==> src/verilog/loop_port_pkg.sv <==
// Constants, register map and types shared by the loop port control block.
package loop_port_pkg;

    ////////////////////////////////////////////////////////////////////////////
    // Bus and register map.
    localparam int unsigned WB_ADDR_W = 10;
    localparam int unsigned WB_DATA_W = 32;
    localparam int unsigned WB_SEL_W = 4;
    localparam logic [WB_ADDR_W-1:0] REG_STATUS_OFS = 10'h000;
    localparam logic [WB_ADDR_W-1:0] REG_PREF_ADDR_OFS = 10'h210;

    ////////////////////////////////////////////////////////////////////////////
    // Field layout and reset values.
    localparam int unsigned LOOP_ADDR_W = 8;
    localparam int unsigned STATE_W = 3;
    localparam int unsigned STAT_STATE_LSB = 0;
    localparam int unsigned STAT_ARB_WON_BIT = 3;
    localparam int unsigned STAT_LIP_BIT = 4;
    localparam int unsigned STAT_ADDR_LSB = 8;
    localparam int unsigned PREF_ADDR_LSB = 0;
    localparam int unsigned PREF_LANE = 0;
    localparam logic [LOOP_ADDR_W-1:0] PREF_ADDR_RST = 8'h01;
    localparam logic [LOOP_ADDR_W-1:0] ASSIGNED_ADDR_RST = 8'h00;

    ////////////////////////////////////////////////////////////////////////////
    // Ordered-set burst length.
    localparam int unsigned LIP_CNT_W = 4;
    localparam logic [LIP_CNT_W-1:0] LIP_BURST_LEN = 4'hC;
    localparam logic [LIP_CNT_W-1:0] LIP_CNT_LAST = LIP_BURST_LEN - 4'h1;
    localparam logic [LIP_CNT_W-1:0] LIP_CNT_STEP = 4'h1;

    ////////////////////////////////////////////////////////////////////////////
    // Loop port states, Gray coded along init, monitor, arbitrate, won, release.
    typedef enum logic [STATE_W-1:0] {
        ST_INITIALIZE = 3'h0,
        ST_MONITORING = 3'h1,
        ST_ARBITRATING = 3'h3,
        ST_ARB_WON = 3'h2,
        ST_RELEASING = 3'h6,
        ST_PARTICIPATE = 3'h7,
        ST_NONPARTICIPATE = 3'h5
    } lpsm_state_t;

    // Ordered set chosen for the transmitter in each cycle.
    typedef enum logic [1:0] {
        OS_DATA = 2'h0,
        OS_LIP = 2'h1,
        OS_CLS = 2'h2,
        OS_ARB = 2'h3
    } tx_os_t;

endpackage : loop_port_pkg

==> src/verilog/loop_port_control.sv <==
// Loop port control: arbitration, forced ordered sets and port state requests.
//
// Behaviour
// RULE1 - Arbitrate for the loop while arbitrate request high.
// RULE2 - Arbitration-won output high exactly in won state.
// RULE3 - Dropping arbitrate request releases the loop properly.
// RULE4 - Send-LIP request starts LIP at once, overriding data.
// RULE5 - User holds send-LIP for at least one cycle.
// RULE6 - Each recognised send-LIP yields exactly twelve LIPs.
// RULE7 - Request still high after burst gives another twelve.
// RULE8 - One CLS sent per cycle send-CLS is high.
// RULE9 - Initialize request moves state machine to initialize.
// RULE10 - Participate request moves state machine to participate.
// RULE11 - Nonparticipate request moves state machine to nonparticipate.
// RULE12 - Default-init enters monitoring using preferred address register.
// RULE13 - Default-init acts only while in initializing state.
// RULE14 - Everything synchronous to the single core clock.
// RULE15 - Priority: initialize, default-init, nonparticipate, participate.
// RULE16 - LIP burst beats CLS until the burst completes.
module loop_port_control
    import loop_port_pkg::*;
(
    // Clock and reset.
    input wire logic core_clk_in,
    input wire logic srst_in,
    // Wishbone classic slave.
    input wire logic wb_cyc_in,
    input wire logic wb_stb_in,
    input wire logic wb_we_in,
    input wire logic [loop_port_pkg::WB_ADDR_W-1:0] wb_adr_in,
    input wire logic [loop_port_pkg::WB_SEL_W-1:0] wb_sel_in,
    input wire logic [loop_port_pkg::WB_DATA_W-1:0] wb_dat_in,
    output logic wb_ack_out,
    output logic [loop_port_pkg::WB_DATA_W-1:0] wb_dat_out,
    // Debug requests from user logic.
    input wire logic arb_req_in,
    input wire logic send_lip_in,
    input wire logic send_cls_in,
    output logic arb_won_out,
    // State requests from user logic.
    input wire logic req_initialize_in,
    input wire logic req_participate_in,
    input wire logic req_nonparticipate_in,
    input wire logic req_default_init_in,
    // Events from the loop receiver.
    input wire logic rx_own_arb_in,
    input wire logic rx_cls_in,
    // Transmit selection and port status.
    output logic [1:0] tx_os_out,
    output logic [loop_port_pkg::STATE_W-1:0] lpsm_state_out,
    output logic [loop_port_pkg::LOOP_ADDR_W-1:0] assigned_addr_out
);
    import loop_port_pkg::*;

    ////////////////////////////////////////////////////////////////////////////
    // State record.
    typedef struct packed {
        lpsm_state_t state;
        logic arb_won;
        tx_os_t tx_os;
        logic lip_active;
        logic [LIP_CNT_W-1:0] lip_cnt;
        logic [LOOP_ADDR_W-1:0] pref_addr;
        logic [LOOP_ADDR_W-1:0] assigned_addr;
        logic ack;
        logic [WB_DATA_W-1:0] rdat;
    } ctl_state_t;

    localparam ctl_state_t CTL_RST = '{
        state: ST_INITIALIZE,
        arb_won: 1'b0,
        tx_os: OS_DATA,
        lip_active: 1'b0,
        lip_cnt: '0,
        pref_addr: PREF_ADDR_RST,
        assigned_addr: ASSIGNED_ADDR_RST,
        ack: 1'b0,
        rdat: '0
    };

    ctl_state_t cur_r;
    ctl_state_t cur_nxt;

    logic bus_req;
    logic lip_last;
    logic [WB_DATA_W-1:0] status_word;

    ////////////////////////////////////////////////////////////////////////////
    // Next-state logic.
    always_comb begin
        cur_nxt = cur_r;
        bus_req = wb_cyc_in && wb_stb_in && !cur_r.ack;
        lip_last = cur_r.lip_active && (cur_r.lip_cnt == LIP_CNT_LAST);
        status_word = '0;
        status_word[STAT_STATE_LSB +: STATE_W] = cur_r.state;
        status_word[STAT_ARB_WON_BIT] = cur_r.arb_won;
        status_word[STAT_LIP_BIT] = cur_r.lip_active;
        status_word[STAT_ADDR_LSB +: LOOP_ADDR_W] = cur_r.assigned_addr;

        // Bus slave: one wait state, unmapped reads return zero and writes are dropped.
        cur_nxt.ack = bus_req;
        cur_nxt.rdat = '0;
        if (bus_req && wb_we_in) begin
            if (wb_adr_in == REG_PREF_ADDR_OFS && wb_sel_in[PREF_LANE]) begin
                cur_nxt.pref_addr = wb_dat_in[PREF_ADDR_LSB +: LOOP_ADDR_W];
            end
        end else if (bus_req) begin
            case (wb_adr_in)
                REG_STATUS_OFS: begin
                    cur_nxt.rdat = status_word;
                end
                REG_PREF_ADDR_OFS: begin
                    cur_nxt.rdat[PREF_ADDR_LSB +: LOOP_ADDR_W] = cur_r.pref_addr;
                end
                default: begin
                    cur_nxt.rdat = '0;
                end
            endcase
        end

        // LIP bursts: a request seen in any single cycle outside a burst, or in its last cycle, is enough to start one. [RULE5]
        if (lip_last) begin
            if (send_lip_in) begin
                cur_nxt.lip_cnt = '0; // [RULE7]
            end else begin
                cur_nxt.lip_active = 1'b0; // [RULE6]
                cur_nxt.lip_cnt = '0;
            end
        end else if (cur_r.lip_active) begin
            cur_nxt.lip_cnt = cur_r.lip_cnt + LIP_CNT_STEP; // [RULE6]
        end else if (send_lip_in) begin
            cur_nxt.lip_active = 1'b1; // [RULE4]
            cur_nxt.lip_cnt = '0;
        end

        // Port state requests in fixed priority, then the arbitration walk.
        if (req_initialize_in) begin
            cur_nxt.state = ST_INITIALIZE; // [RULE9] [RULE15]
        end else if (req_default_init_in && cur_r.state == ST_INITIALIZE) begin
            cur_nxt.state = ST_MONITORING; // [RULE12] [RULE13] [RULE15]
            cur_nxt.assigned_addr = cur_r.pref_addr; // [RULE12]
        end else if (req_nonparticipate_in) begin
            cur_nxt.state = ST_NONPARTICIPATE; // [RULE11] [RULE15]
        end else if (req_participate_in) begin
            cur_nxt.state = ST_PARTICIPATE; // [RULE10] [RULE15]
        end else begin
            case (cur_r.state)
                ST_MONITORING, ST_PARTICIPATE: begin
                    if (arb_req_in) begin
                        cur_nxt.state = ST_ARBITRATING; // [RULE1]
                    end
                end
                ST_ARBITRATING: begin
                    // Nothing is open yet, so giving up needs no close.
                    if (!arb_req_in) begin
                        cur_nxt.state = ST_MONITORING; // [RULE3]
                    end else if (rx_own_arb_in) begin
                        cur_nxt.state = ST_ARB_WON; // [RULE1]
                    end
                end
                ST_ARB_WON: begin
                    if (!arb_req_in) begin
                        cur_nxt.state = ST_RELEASING; // [RULE3]
                    end
                end
                ST_RELEASING: begin
                    // The loop is only free again once the close comes back round.
                    if (rx_cls_in) begin
                        cur_nxt.state = ST_MONITORING; // [RULE3]
                    end
                end
                default: begin
                    cur_nxt.state = cur_r.state;
                end
            endcase
        end

        cur_nxt.arb_won = (cur_nxt.state == ST_ARB_WON); // [RULE2]

        // Transmit selection: LIP overrides everything, even a frame in flight.
        if (cur_nxt.lip_active) begin
            cur_nxt.tx_os = OS_LIP; // [RULE4] [RULE16]
        end else if (send_cls_in || cur_nxt.state == ST_RELEASING) begin
            cur_nxt.tx_os = OS_CLS; // [RULE8] [RULE3]
        end else if (cur_nxt.state == ST_ARBITRATING) begin
            cur_nxt.tx_os = OS_ARB; // [RULE1]
        end else begin
            cur_nxt.tx_os = OS_DATA;
        end
    end

    ////////////////////////////////////////////////////////////////////////////
    // State register on the one core clock, synchronous reset.
    always_ff @(posedge core_clk_in) begin
        if (srst_in) begin
            cur_r <= CTL_RST; // [RULE14]
        end else begin
            cur_r <= cur_nxt; // [RULE14]
        end
    end

    assign wb_ack_out = cur_r.ack;
    assign wb_dat_out = cur_r.rdat;
    assign arb_won_out = cur_r.arb_won;
    assign tx_os_out = cur_r.tx_os;
    assign lpsm_state_out = cur_r.state;
    assign assigned_addr_out = cur_r.assigned_addr;

    ////////////////////////////////////////////////////////////////////////////
    // Checks.
    logic no_state_req;
    assign no_state_req = !req_initialize_in && !req_nonparticipate_in && !req_participate_in
        && !(req_default_init_in && cur_r.state == ST_INITIALIZE);
endmodule : loop_port_control

==> config.mk <==
export PLATFORM = sky130hd
export DESIGN_NAME = loop_port_control
export DESIGN_NICKNAME = d
export VERILOG_FILES = /design/src/verilog/loop_port_pkg.sv /design/src/verilog/loop_port_control.sv
export SDC_FILE = /design/constraint.sdc
export NUM_CORES = 1
export LEC_CHECK = 0
export ABC_AREA = 1
export BUFFER_PORTS_ARGS = -buffer_cell sky130_fd_sc_hd__buf_2
export CAP_MARGIN = 20
export CORE_MARGIN = 3
export CORE_UTILIZATION = 48
export CTS_CLUSTER_DIAMETER = 120
export DETAILED_ROUTE_END_ITERATION = 8
export PLACE_DENSITY_LB_ADDON = 0.08
export SLEW_MARGIN = 20
export SYNTH_ARGS = -nofsm -noshare
export SYNTH_HDL_FRONTEND = slang
export SYNTH_SLANG_ARGS = --single-unit
==> constraint.sdc <==
create_clock -name core_clk_in -period 3.4 [get_ports core_clk_in]
set_clock_uncertainty 0.2 [all_clocks]
set_input_delay 0 -clock core_clk_in [delete_from_list [all_inputs] [get_ports core_clk_in]]
set_output_delay 0 -clock core_clk_in [all_outputs]
set_load 0.05 [all_outputs]
Word-level counts from Yosys, hierarchy flattened --
Cells that the tools add are included.
Storage, ports and cells: register bits after elaboration 60, input port bits 60, output and inout port bits 47, word-level logic and storage cells 62
Operators by class: add/subtract/negate cells 1, eq/ne operators 10, multiplexer cells 19, bitwise gates (word level) 3, reduce and logical (&&, ||, !) cells 18
Operator list (number):
- $mux 3 | 9
- $pmux 8 s2 | 1
- $eq 3x2->1 const B | 4
- $pmux 3 s4 | 1
- $eq 10x10->1 const B | 1
- $logic_not 10->1 | 1
- $mux 5 | 2
- $eq 3x3->1 const B | 3
- $logic_and 1x1->1 | 6
- $reduce_or 2->1 | 3
- $add 4x1->4 const B | 1
- $eq 4x4->1 const B | 1
- $mux 2 | 2
- $mux 4 | 1
- $reduce_and 2->1 | 2
- $reduce_or 4->1 | 1
- $eq 3x1->1 const B | 1
- $logic_not 3->1 | 1
- $mux 1 | 3
- $not 1->1 | 3
- $reduce_or 3->1 | 1
- $reduce_bool 2->1 | 1
- $logic_not 1->1 | 1
- $logic_or 1x1->1 | 1

Depth between registers and ports, before layout --
Gate-level depths: netlist of the first run.
depth after elaboration 11, depth in mapped cells 10

Least setup slack after synthesis of the first run --
No wires, ideal clock.
path type register to register, from register cur_r (netlist bit wb_ack_out), to register cur_r[47] (netlist bit), setup time 0.139 ns, data arrival time 1.237 ns, data required time 3.061 ns, setup slack 1.824 ns, stages on the path, launching flop included 8, buffers on the path 1, clock period less this slack 1.576 ns, cells stage by stage dfxtp_1 > nor2_1 > nand2_1 > nor2_1 > nand2_2 > buf_6 > nor2_1 > a211oi_2
On the way: word-level cells in the longest chain between the ends 4
RTL lines:
- start, declared | RTL line loop_port_control.sv:81 | ctl_state_t cur_r;
- start signal, assigned | RTL line loop_port_control.sv:198 | cur_r <= cur_nxt;
- $logic_not 1->1 | RTL line loop_port_control.sv:92 | bus_req = wb_cyc_in && wb_stb_in && !cur_r.ack;
- $logic_and 1x1->1 | RTL line loop_port_control.sv:92
- $logic_and 1x1->1 | RTL line loop_port_control.sv:103 | if (bus_req && wb_we_in) begin
- $reduce_and 2->1 (no line)
No other way between the ends. A chain may end at the register's enable or synchronous reset.

Final worst setup path of the first run --
from register cur_r (netlist bit lpsm_state_out[0]), to register cur_r (netlist bit arb_won_out)
On the way: word-level cells in the longest chain between the ends 8, elaborated cells between the ends (all ways) 19
RTL lines:
- $eq 3x1->1 (tied with other cells) | RTL line loop_port_control.sv:147 | case (cur_r.state)
- $reduce_or 2->1 or $mux 3 (tied branches) | RTL line loop_port_control.sv:147, loop_port_control.sv:155
- $pmux 3 s4 | RTL line loop_port_control.sv:147
- $mux 3 | RTL line loop_port_control.sv:144 | end else if (req_participate_in) begin
- $mux 3 | RTL line loop_port_control.sv:142 | end else if (req_nonparticipate_in) begin
- $mux 3 * | RTL line loop_port_control.sv:139 | end else if (req_default_init_in && cur_r.state == ST_INITIALIZE) begin
- $mux 3 * | RTL line loop_port_control.sv:137 | if (req_initialize_in) begin
- $eq 3x2->1 * | RTL line loop_port_control.sv:178 | cur_nxt.arb_won = (cur_nxt.state == ST_ARB_WON);
Mark *: on every way between the ends. The rest lies on a longest branch, timed or not.

==> metrics.md, run 1 <==
| Metric | Value |
|---|---|
| Max cap viols | `0` |
| Synthesis Warnings | `0` |
| Clk_lat worst skew | `0.29 ns` |
| Antenna Nets Post-Route | `0` |
| Fin. Hold Viols | `0` |
| Fin. max-slew vios | `0` |
| Final WL | `~4200 µm` |
| Starting Density | `between 50% and 60%` |
| Critical Path Fanout Max | `7` |
| Die Wd | `about 71 µm` |
| GRT overflow | `0` |
| Cts repair resizes | `0` |
| Post-synth top area share | `43.4%` |
| Simple-Gate Fraction of Synth Area | `between 10% and 20%` |
| Tot GR Track Use | `16.5%` |
| Post-synth EDFFs | `0` |
| Final setup vio count | `0` |
| CP Capture Type | `flip-flop` |
| Final worst path period need | `around 3 ns` |
| Xor/xnor cell area share of the yosys netlist | `0%` |
| Total CTS buffers | `5` |
| Root Driver | `clkbuf_8` |
| Worst EP required | `about 3.4 ns` |
| Ranking of synthesized cells by area | `dfxtp_1 43%, buf_4 17%, nor2_1 7.4%` |
| Worst Max-Slew Pin Slew | `0.598 ns` |
| ANT cells | `0` |
| Worst path cell trace | `inv_1, nand3_1, nand2_1, nor2_1, dlygate4sd3_1, nand2_1, dlygate4sd3_1, nor3_1, dlygate4sd3_1` |
| Period utilization | `87.8%` |
| Most frequent cell after synthesis | `buf_4` |
| Vias in the first global route | `about 1500` |
| Share of cells above drive strength 1 | `23.4%` |
| Hold_buf cts | `37` |
| Hpwl dp | `~2800 µm` |
| Worst Setup Path Type | `reg -> reg` |
| Detailed Routing Iterations Pass 1 | `4` |
| First-pass GRT wire length | `6650 µm` |
| Routed via count | `1692` |
| Comb power frac | `15.9%` |
| Routed len/inst | `10.9 µm` |
| Vias per cell | `4.42` |
| Area leader, netlist | `dfxtp_1` |
| Synth Area in Compound Gates | `12.0%` |
| Final core occ | `a little under two thirds` |
| Seq pwr share | `47.8%` |
| H-Tree Depth | `2` |
| Cell mode on critical path | `dlygate4sd3_1` |
| Final nets | `slightly below 400` |
| Clock Power Share | `36.2%` |
| Die height | `71.0 µm` |
| Worst slew margin | `about three fifths` |
| Highest Clock Rate | `0.335 GHz` |
| Net Sw Frac | `between 20% and 30%` |
| Switching power | `317 µW` |
| Internal Pwr Total | `803 µW` |
| Outcome | `completed` |
| Leak | `about 0.0012 µW` |
| IO Port Bufs | `63` |
| TritonCTS Sinks | `44` |
| Mux cell area share after synthesis | `0%` |
| Worst min-delay path category | `in -> reg` |
| Crit-path max cell delay | `0.58 ns` |
| Clock transition at path regs | `around 0.09 ns` |
| Average cell area after synthesis | `7.81 µm²` |
| Synth-to-Final Area Change | `26.9%` |
| Crit start category | `flip-flop` |
| RSZ-0062 raised after global routing | `false` |
| Final Wtd Congestion | `around 0.80` |
| Yosys cell types | `23` |
| WP buf/inv | `4` |
| #FFs+latches synth | `44` |
| TNS Setup | `0 ns` |
| Peak VDD IR | `slightly below 0.0004 V` |
| Largest net degree at the start of global routing | `17` |
| P per Cell Area | `around 430 mW/mm²` |
| Cell count after synthesis | `260` |
| Sequential area share after synthesis | `43.4%` |
| Slowest stage cell, crit path | `dlygate4sd3_1` |
| Longest Clk Path Bufs | `2` |
| Top cells by count, synth | `45 x buf_4, 44 x dfxtp_1, 40 x nor2_1, 31 x inv_1, 31 x nand2_1` |
| Cell Rows | `23` |
| 1st-iter DRT viols | `89` |
| Fillcell total | `373` |
| Core Area | `~0.0040 mm²` |
| # DRC | `0` |
| Post-Syn Area | `0.00203 mm²` |
| Initial antenna violation count | `0` |
| Setup bufs post-CTS | `0` |
| Most used DFF post-synth | `dfxtp_1` |
| CP Data Arrival Time | `3.03 ns` |
| Die area | `0.00504 mm²` |
| Async S/R FF share, synth | `0%` |
| CP delay by family, top | `buffers and inverters` |
| Largest family of logic cells by synthesized area | `buffers and inverters` |
| CTS tree | `done` |
| IO Pins | `107` |
| Adder-cell share of the synthesized area | `0.617%` |
[final cells by class]
| type | count | area (µm²) | share of cell area [%] |
|---|---|---|---|
| clock buffers | 5 | 68.8 | 2.67 |
| multi-input cells | 150 | 716 | 27.8 |
| flip-flops and latches | 44 | 881 | 34.2 |
| inverters | 31 | 116 | 4.52 |
| clock inverters | 3 | 46.3 | 1.80 |
| well taps | 50 | 62.6 | 2.43 |
| repair buffers | 100 | 686 | 26.6 |
[power by group through the flow]
stage | Clock [µW] | Combinational [µW] | Sequential (µW)
floorplan | 0 | 142 | 549
global placement | 0 | 154 | 548
detailed placement | 0 | 154 | 548
CTS | 416 | 177 | 536
global route | 435 | 193 | 538
finish | 406 | 178 | 536
[path summary, 6_finish.rpt]
| path | start | to | slack (ns) | depth (start not counted) |
|---|---|---|---|---|
| max | lpsm_state_out[0]$_SDFF_PP0_ | arb_won_out$_SDFF_PP0_ | 0.41 | 9 |
| min | wb_adr_in[9] | wb_dat_out[5]$_SDFF_PP0_ | 0.08 | 5 |
| max reg2reg | lpsm_state_out[0]$_SDFF_PP0_ | arb_won_out$_SDFF_PP0_ | 0.41 | 9 |
| min reg2reg | assigned_addr_out[1]$_SDFFE_PP0P_ | wb_dat_out[9]$_SDFF_PP0_ | 0.26 | 2 |
[cell families (layout without fill, tap and decap cells)]
family	after synthesis	in the layout
buf+inv	81	139
compound gates	39	39
other cells	1	16
fa+ha+maj	1	1
flops	44	44
simple gates	94	94
[state kept, by name, indices dropped and copies added (netlist names)]
name,count
wb_dat_out,16
lpsm_state_out,3
tx_os_out,2
wb_ack_out,1
cur_r,13
arb_won_out,1
assigned_addr_out,8
[worst register-to-register path, cell delays in order (launching register included)]
cell	delay, ns
dfxtp_1	0.43
inv_1	0.13
nand3_1	0.10
nand2_1	0.07
nor2_1	0.08
dlygate4sd3_1	0.56
nand2_1	0.07
dlygate4sd3_1	0.58
nor3_1	0.16
dlygate4sd3_1	0.56
[placed cells by master (no fill, tap or decap)]
cell,count
buf_2,63
a211oi_1,2
nor2_1,40
a211oi_2,5
o22ai_1,3
dlygate4sd3_1,37
inv_1,31
nor3_4,1
conb_1,16
a21oi_1,15
clkinvlp_4,1
nand2_1,31
nand3_1,16
nor4_1,1
clkbuf_8,5
bufinv_16,1
o21ai_0,13
a22oi_1,1
inv_6,1
nand4_1,3
ha_1,1
nor3_1,1
dfxtp_1,44
nand2_2,1
[per-layer routing]
metal	GRT usage [%]	vias up	share of wire (%)
met5	0	-	0
met4	4.80	0	0.93
li1	-	909	-
met1	18.7	719	42
met2	30.1	60	50
met3	4.55	4	6.6
[metrics by stage]
| stage | setup WS [ns] | cell area [µm²] | hold WS [ns] | power, µW | std cells |
|---|---|---|---|---|---|
| after global placement | 1.57 | 2090 | 0.0452 | 702 | 338 |
| after detailed placement | 1.54 | 2090 | 0.0529 | 703 | 338 |
| final | 0.414 | 2580 | 0.0828 | 1120 | 383 |
| after CTS | 0.462 | 2580 | 0.0796 | 1130 | 383 |
| after floorplan | 1.82 | 2090 | -0.122 | 690 | 275 |
| after global routing | 0.294 | 2580 | 0.135 | 1170 | 383 |
Power figures use the tool's default switching activity.
==> run 2, diff against run 1 <==
- clock period: 3.4 -> 3.7 ns (I/O delays scaled with it)
==> run 2 against run 1 <==
Compared with the run above:
- first-iteration DRC count is 18% lower
- register-to-register slack better by 0.15 ns
- critical path depth is 2 higher
- critical path type unchanged
- largest power group unchanged
- maximum frequency is 4.7% lower
==> metrics.md, run 2 (same netlist as run 1, synthesis figures left out) <==
| Metric | Value |
|---|---|
| Highest Clock Rate | `0.319 GHz` |
| Outcome | `completed` |
| Layout Cells excl Fill | `383` |
| CP Capture Type | `flip-flop` |
| Tot GR Track Use | `16.4%` |
| GRT overflow | `0` |
| Clock transition at path regs | `0.09 ns` |
| # DRC | `0` |
| Antenna Nets Post-Route | `0` |
| Die Wd | `71.0 µm` |
| Slowest stage cell, crit path | `dlygate4sd3_1` |
| Die area | `0.00504 mm²` |
| TritonCTS Sinks | `44` |
| Detailed Routing Iterations Pass 1 | `6` |
| Final Wtd Congestion | `between 0.8 and 0.9` |
| IO Port Bufs | `63` |
| Hpwl dp | `2790 µm` |
| H-Tree Depth | `2` |
| Number of flip-flops in the largest register | `16` |
| Share of cells above drive strength 1 | `between 20% and 30%` |
| RSZ-0062 raised after global routing | `false` |
| CTS tree | `done` |
| Total CTS buffers | `5` |
| Peak VDD IR | `0.000222 V` |
| Routed len/inst | `approximately 11 µm` |
| Final WL | `approximately 4000 µm` |
| First-pass GRT wire length | `6660 µm` |
| Longest Clk Path Bufs | `2` |
| Cell Rows | `23` |
| 1st-iter DRT viols | `73` |
| ANT cells | `0` |
| Worst EP required | `3.69 ns` |
| CP Data Arrival Time | `roughly 3.1 ns` |
| Core Area | `0.00403 mm²` |
| Routed via count | `1718` |
| Vias per cell | `4.49` |
| Fin. Hold Viols | `0` |
| Worst slew margin | `about three fifths` |
| Critical Path Fanout Max | `7` |
| Fin. max-slew vios | `0` |
| Reg area | `881 µm²` |
| Crit start category | `flip-flop` |
| TNS Setup | `0 ns` |
| Worst path cell trace | `nor2_1, nand3_1, nand2_1, nor2_1, dlygate4sd3_1, nand2_1, dlygate4sd3_1, nor2_1, nand3_1, o21ai_0, dlygate4sd3_1` |
| Placed instance count | `~340` |
| Final setup vio count | `0` |
| Max cap viols | `0` |
| IO Pins | `107` |
| Final worst path period need | `3.13 ns` |
| Most frequent cells in the layout | `63 x buf_2, 44 x dfxtp_1, 40 x nor2_1, 37 x dlygate4sd3_1` |
| Worst Setup Path Type | `reg -> reg` |
| Cts repair resizes | `0` |
| P per Cell Area | `399 mW/mm²` |
| Starting Density | `50.4%` |
| Period utilization | `84.6%` |
| Fillcell total | `364` |
| Leak | `approximately 0.0012 µW` |
| Die height | `71.0 µm` |
| Largest net degree at the start of global routing | `17` |
| Root Driver | `clkbuf_8` |
| Crit-path max cell delay | `0.58 ns` |
| Final nets | `approximately 390` |
| Final core occ | `63.9%` |
| Vias in the first global route | `approximately 1600` |
| Most common cell after layout, fill and taps aside | `buf_2` |
| Setup bufs post-CTS | `0` |
| Hold_buf cts | `37` |
| Area of the multi-input gates | `716 µm²` |
| Synth-to-Final Area Change | `26.9%` |
| Clk_lat worst skew | `0.29 ns` |
| Worst Max-Slew Pin Slew | `0.593 ns` |
| Worst min-delay path category | `in -> reg` |
| Initial antenna violation count | `0` |
[run 2: cell counts in the layout (fill, tap and decap cells not counted)]
No cell type changed its count.
[run 2: per-stage QoR]
| stage | setup WS (ns) | hold slack, ns | area (µm²) | total power [µW] |
|---|---|---|---|---|
| finish | 0.568 | 0.0877 | 2580 | 1030 |
| global route | 0.353 | 0.143 | 2580 | 1070 |
| CTS | 0.635 | 0.0874 | 2580 | 1040 |
| detailed placement | 1.85 | 0.0484 | 2090 | 645 |
| global placement | 1.87 | 0.0452 | 2090 | 645 |
| floorplan | 2.12 | -0.122 | 2090 | 634 |
[run 2: path summary, 6_finish.rpt]
kind / startpoint / to / slack (ns) / cells after the start
worst max-delay path: lpsm_state_out[1]$_SDFF_PP0_ / tx_os_out[0]$_SDFF_PP0_ / 0.57 / 11
worst min-delay path: wb_adr_in[9] / wb_dat_out[5]$_SDFF_PP0_ / 0.09 / 5
worst max register to register: lpsm_state_out[1]$_SDFF_PP0_ / tx_os_out[0]$_SDFF_PP0_ / 0.57 / 11
worst min register to register: assigned_addr_out[1]$_SDFFE_PP0P_ / wb_dat_out[9]$_SDFF_PP0_ / 0.26 / 2
[run 2: final cells by class]
type | count | area share (%)
Clock buffer | 5 | 2.67
Clock inverter | 3 | 1.80
Inverter | 31 | 4.52
Multi-Input combinational cell | 150 | 27.8
Sequential cell | 44 | 34.2
Tap cell | 50 | 2.43
Timing Repair Buffer | 100 | 26.6
[run 2: worst max-delay path: cells and delay by family (launching register included)]
| family | cells | cell delay (ns) |
|---|---|---|
| buffers and inverters | 3 | 1.71 |
| AND/OR/NAND/NOR | 7 | 0.65 |
| flip-flops | 1 | 0.39 |
| AO/OA/AOI/OAI | 1 | 0.09 |
[run 2: where the power goes]
| part | leakage, µW | switching (µW) | internal (µW) | total, µW |
|---|---|---|---|---|
| clock | 0.0000548 | 169 | 203 | 373 |
| sequential | 0.000357 | 8.04 | 484 | 492 |
| combinational | 0.000822 | 113 | 50.4 | 164 |
[run 2: metal layers]
layer  GRT usage [%]  vias up  share of wire [%]
met5               0        -                  0
met2            29.1       57                 49
met3            4.69        8                6.8
li1                -      909                  -
met4            7.52        0                1.6
met1            18.1      744                 43
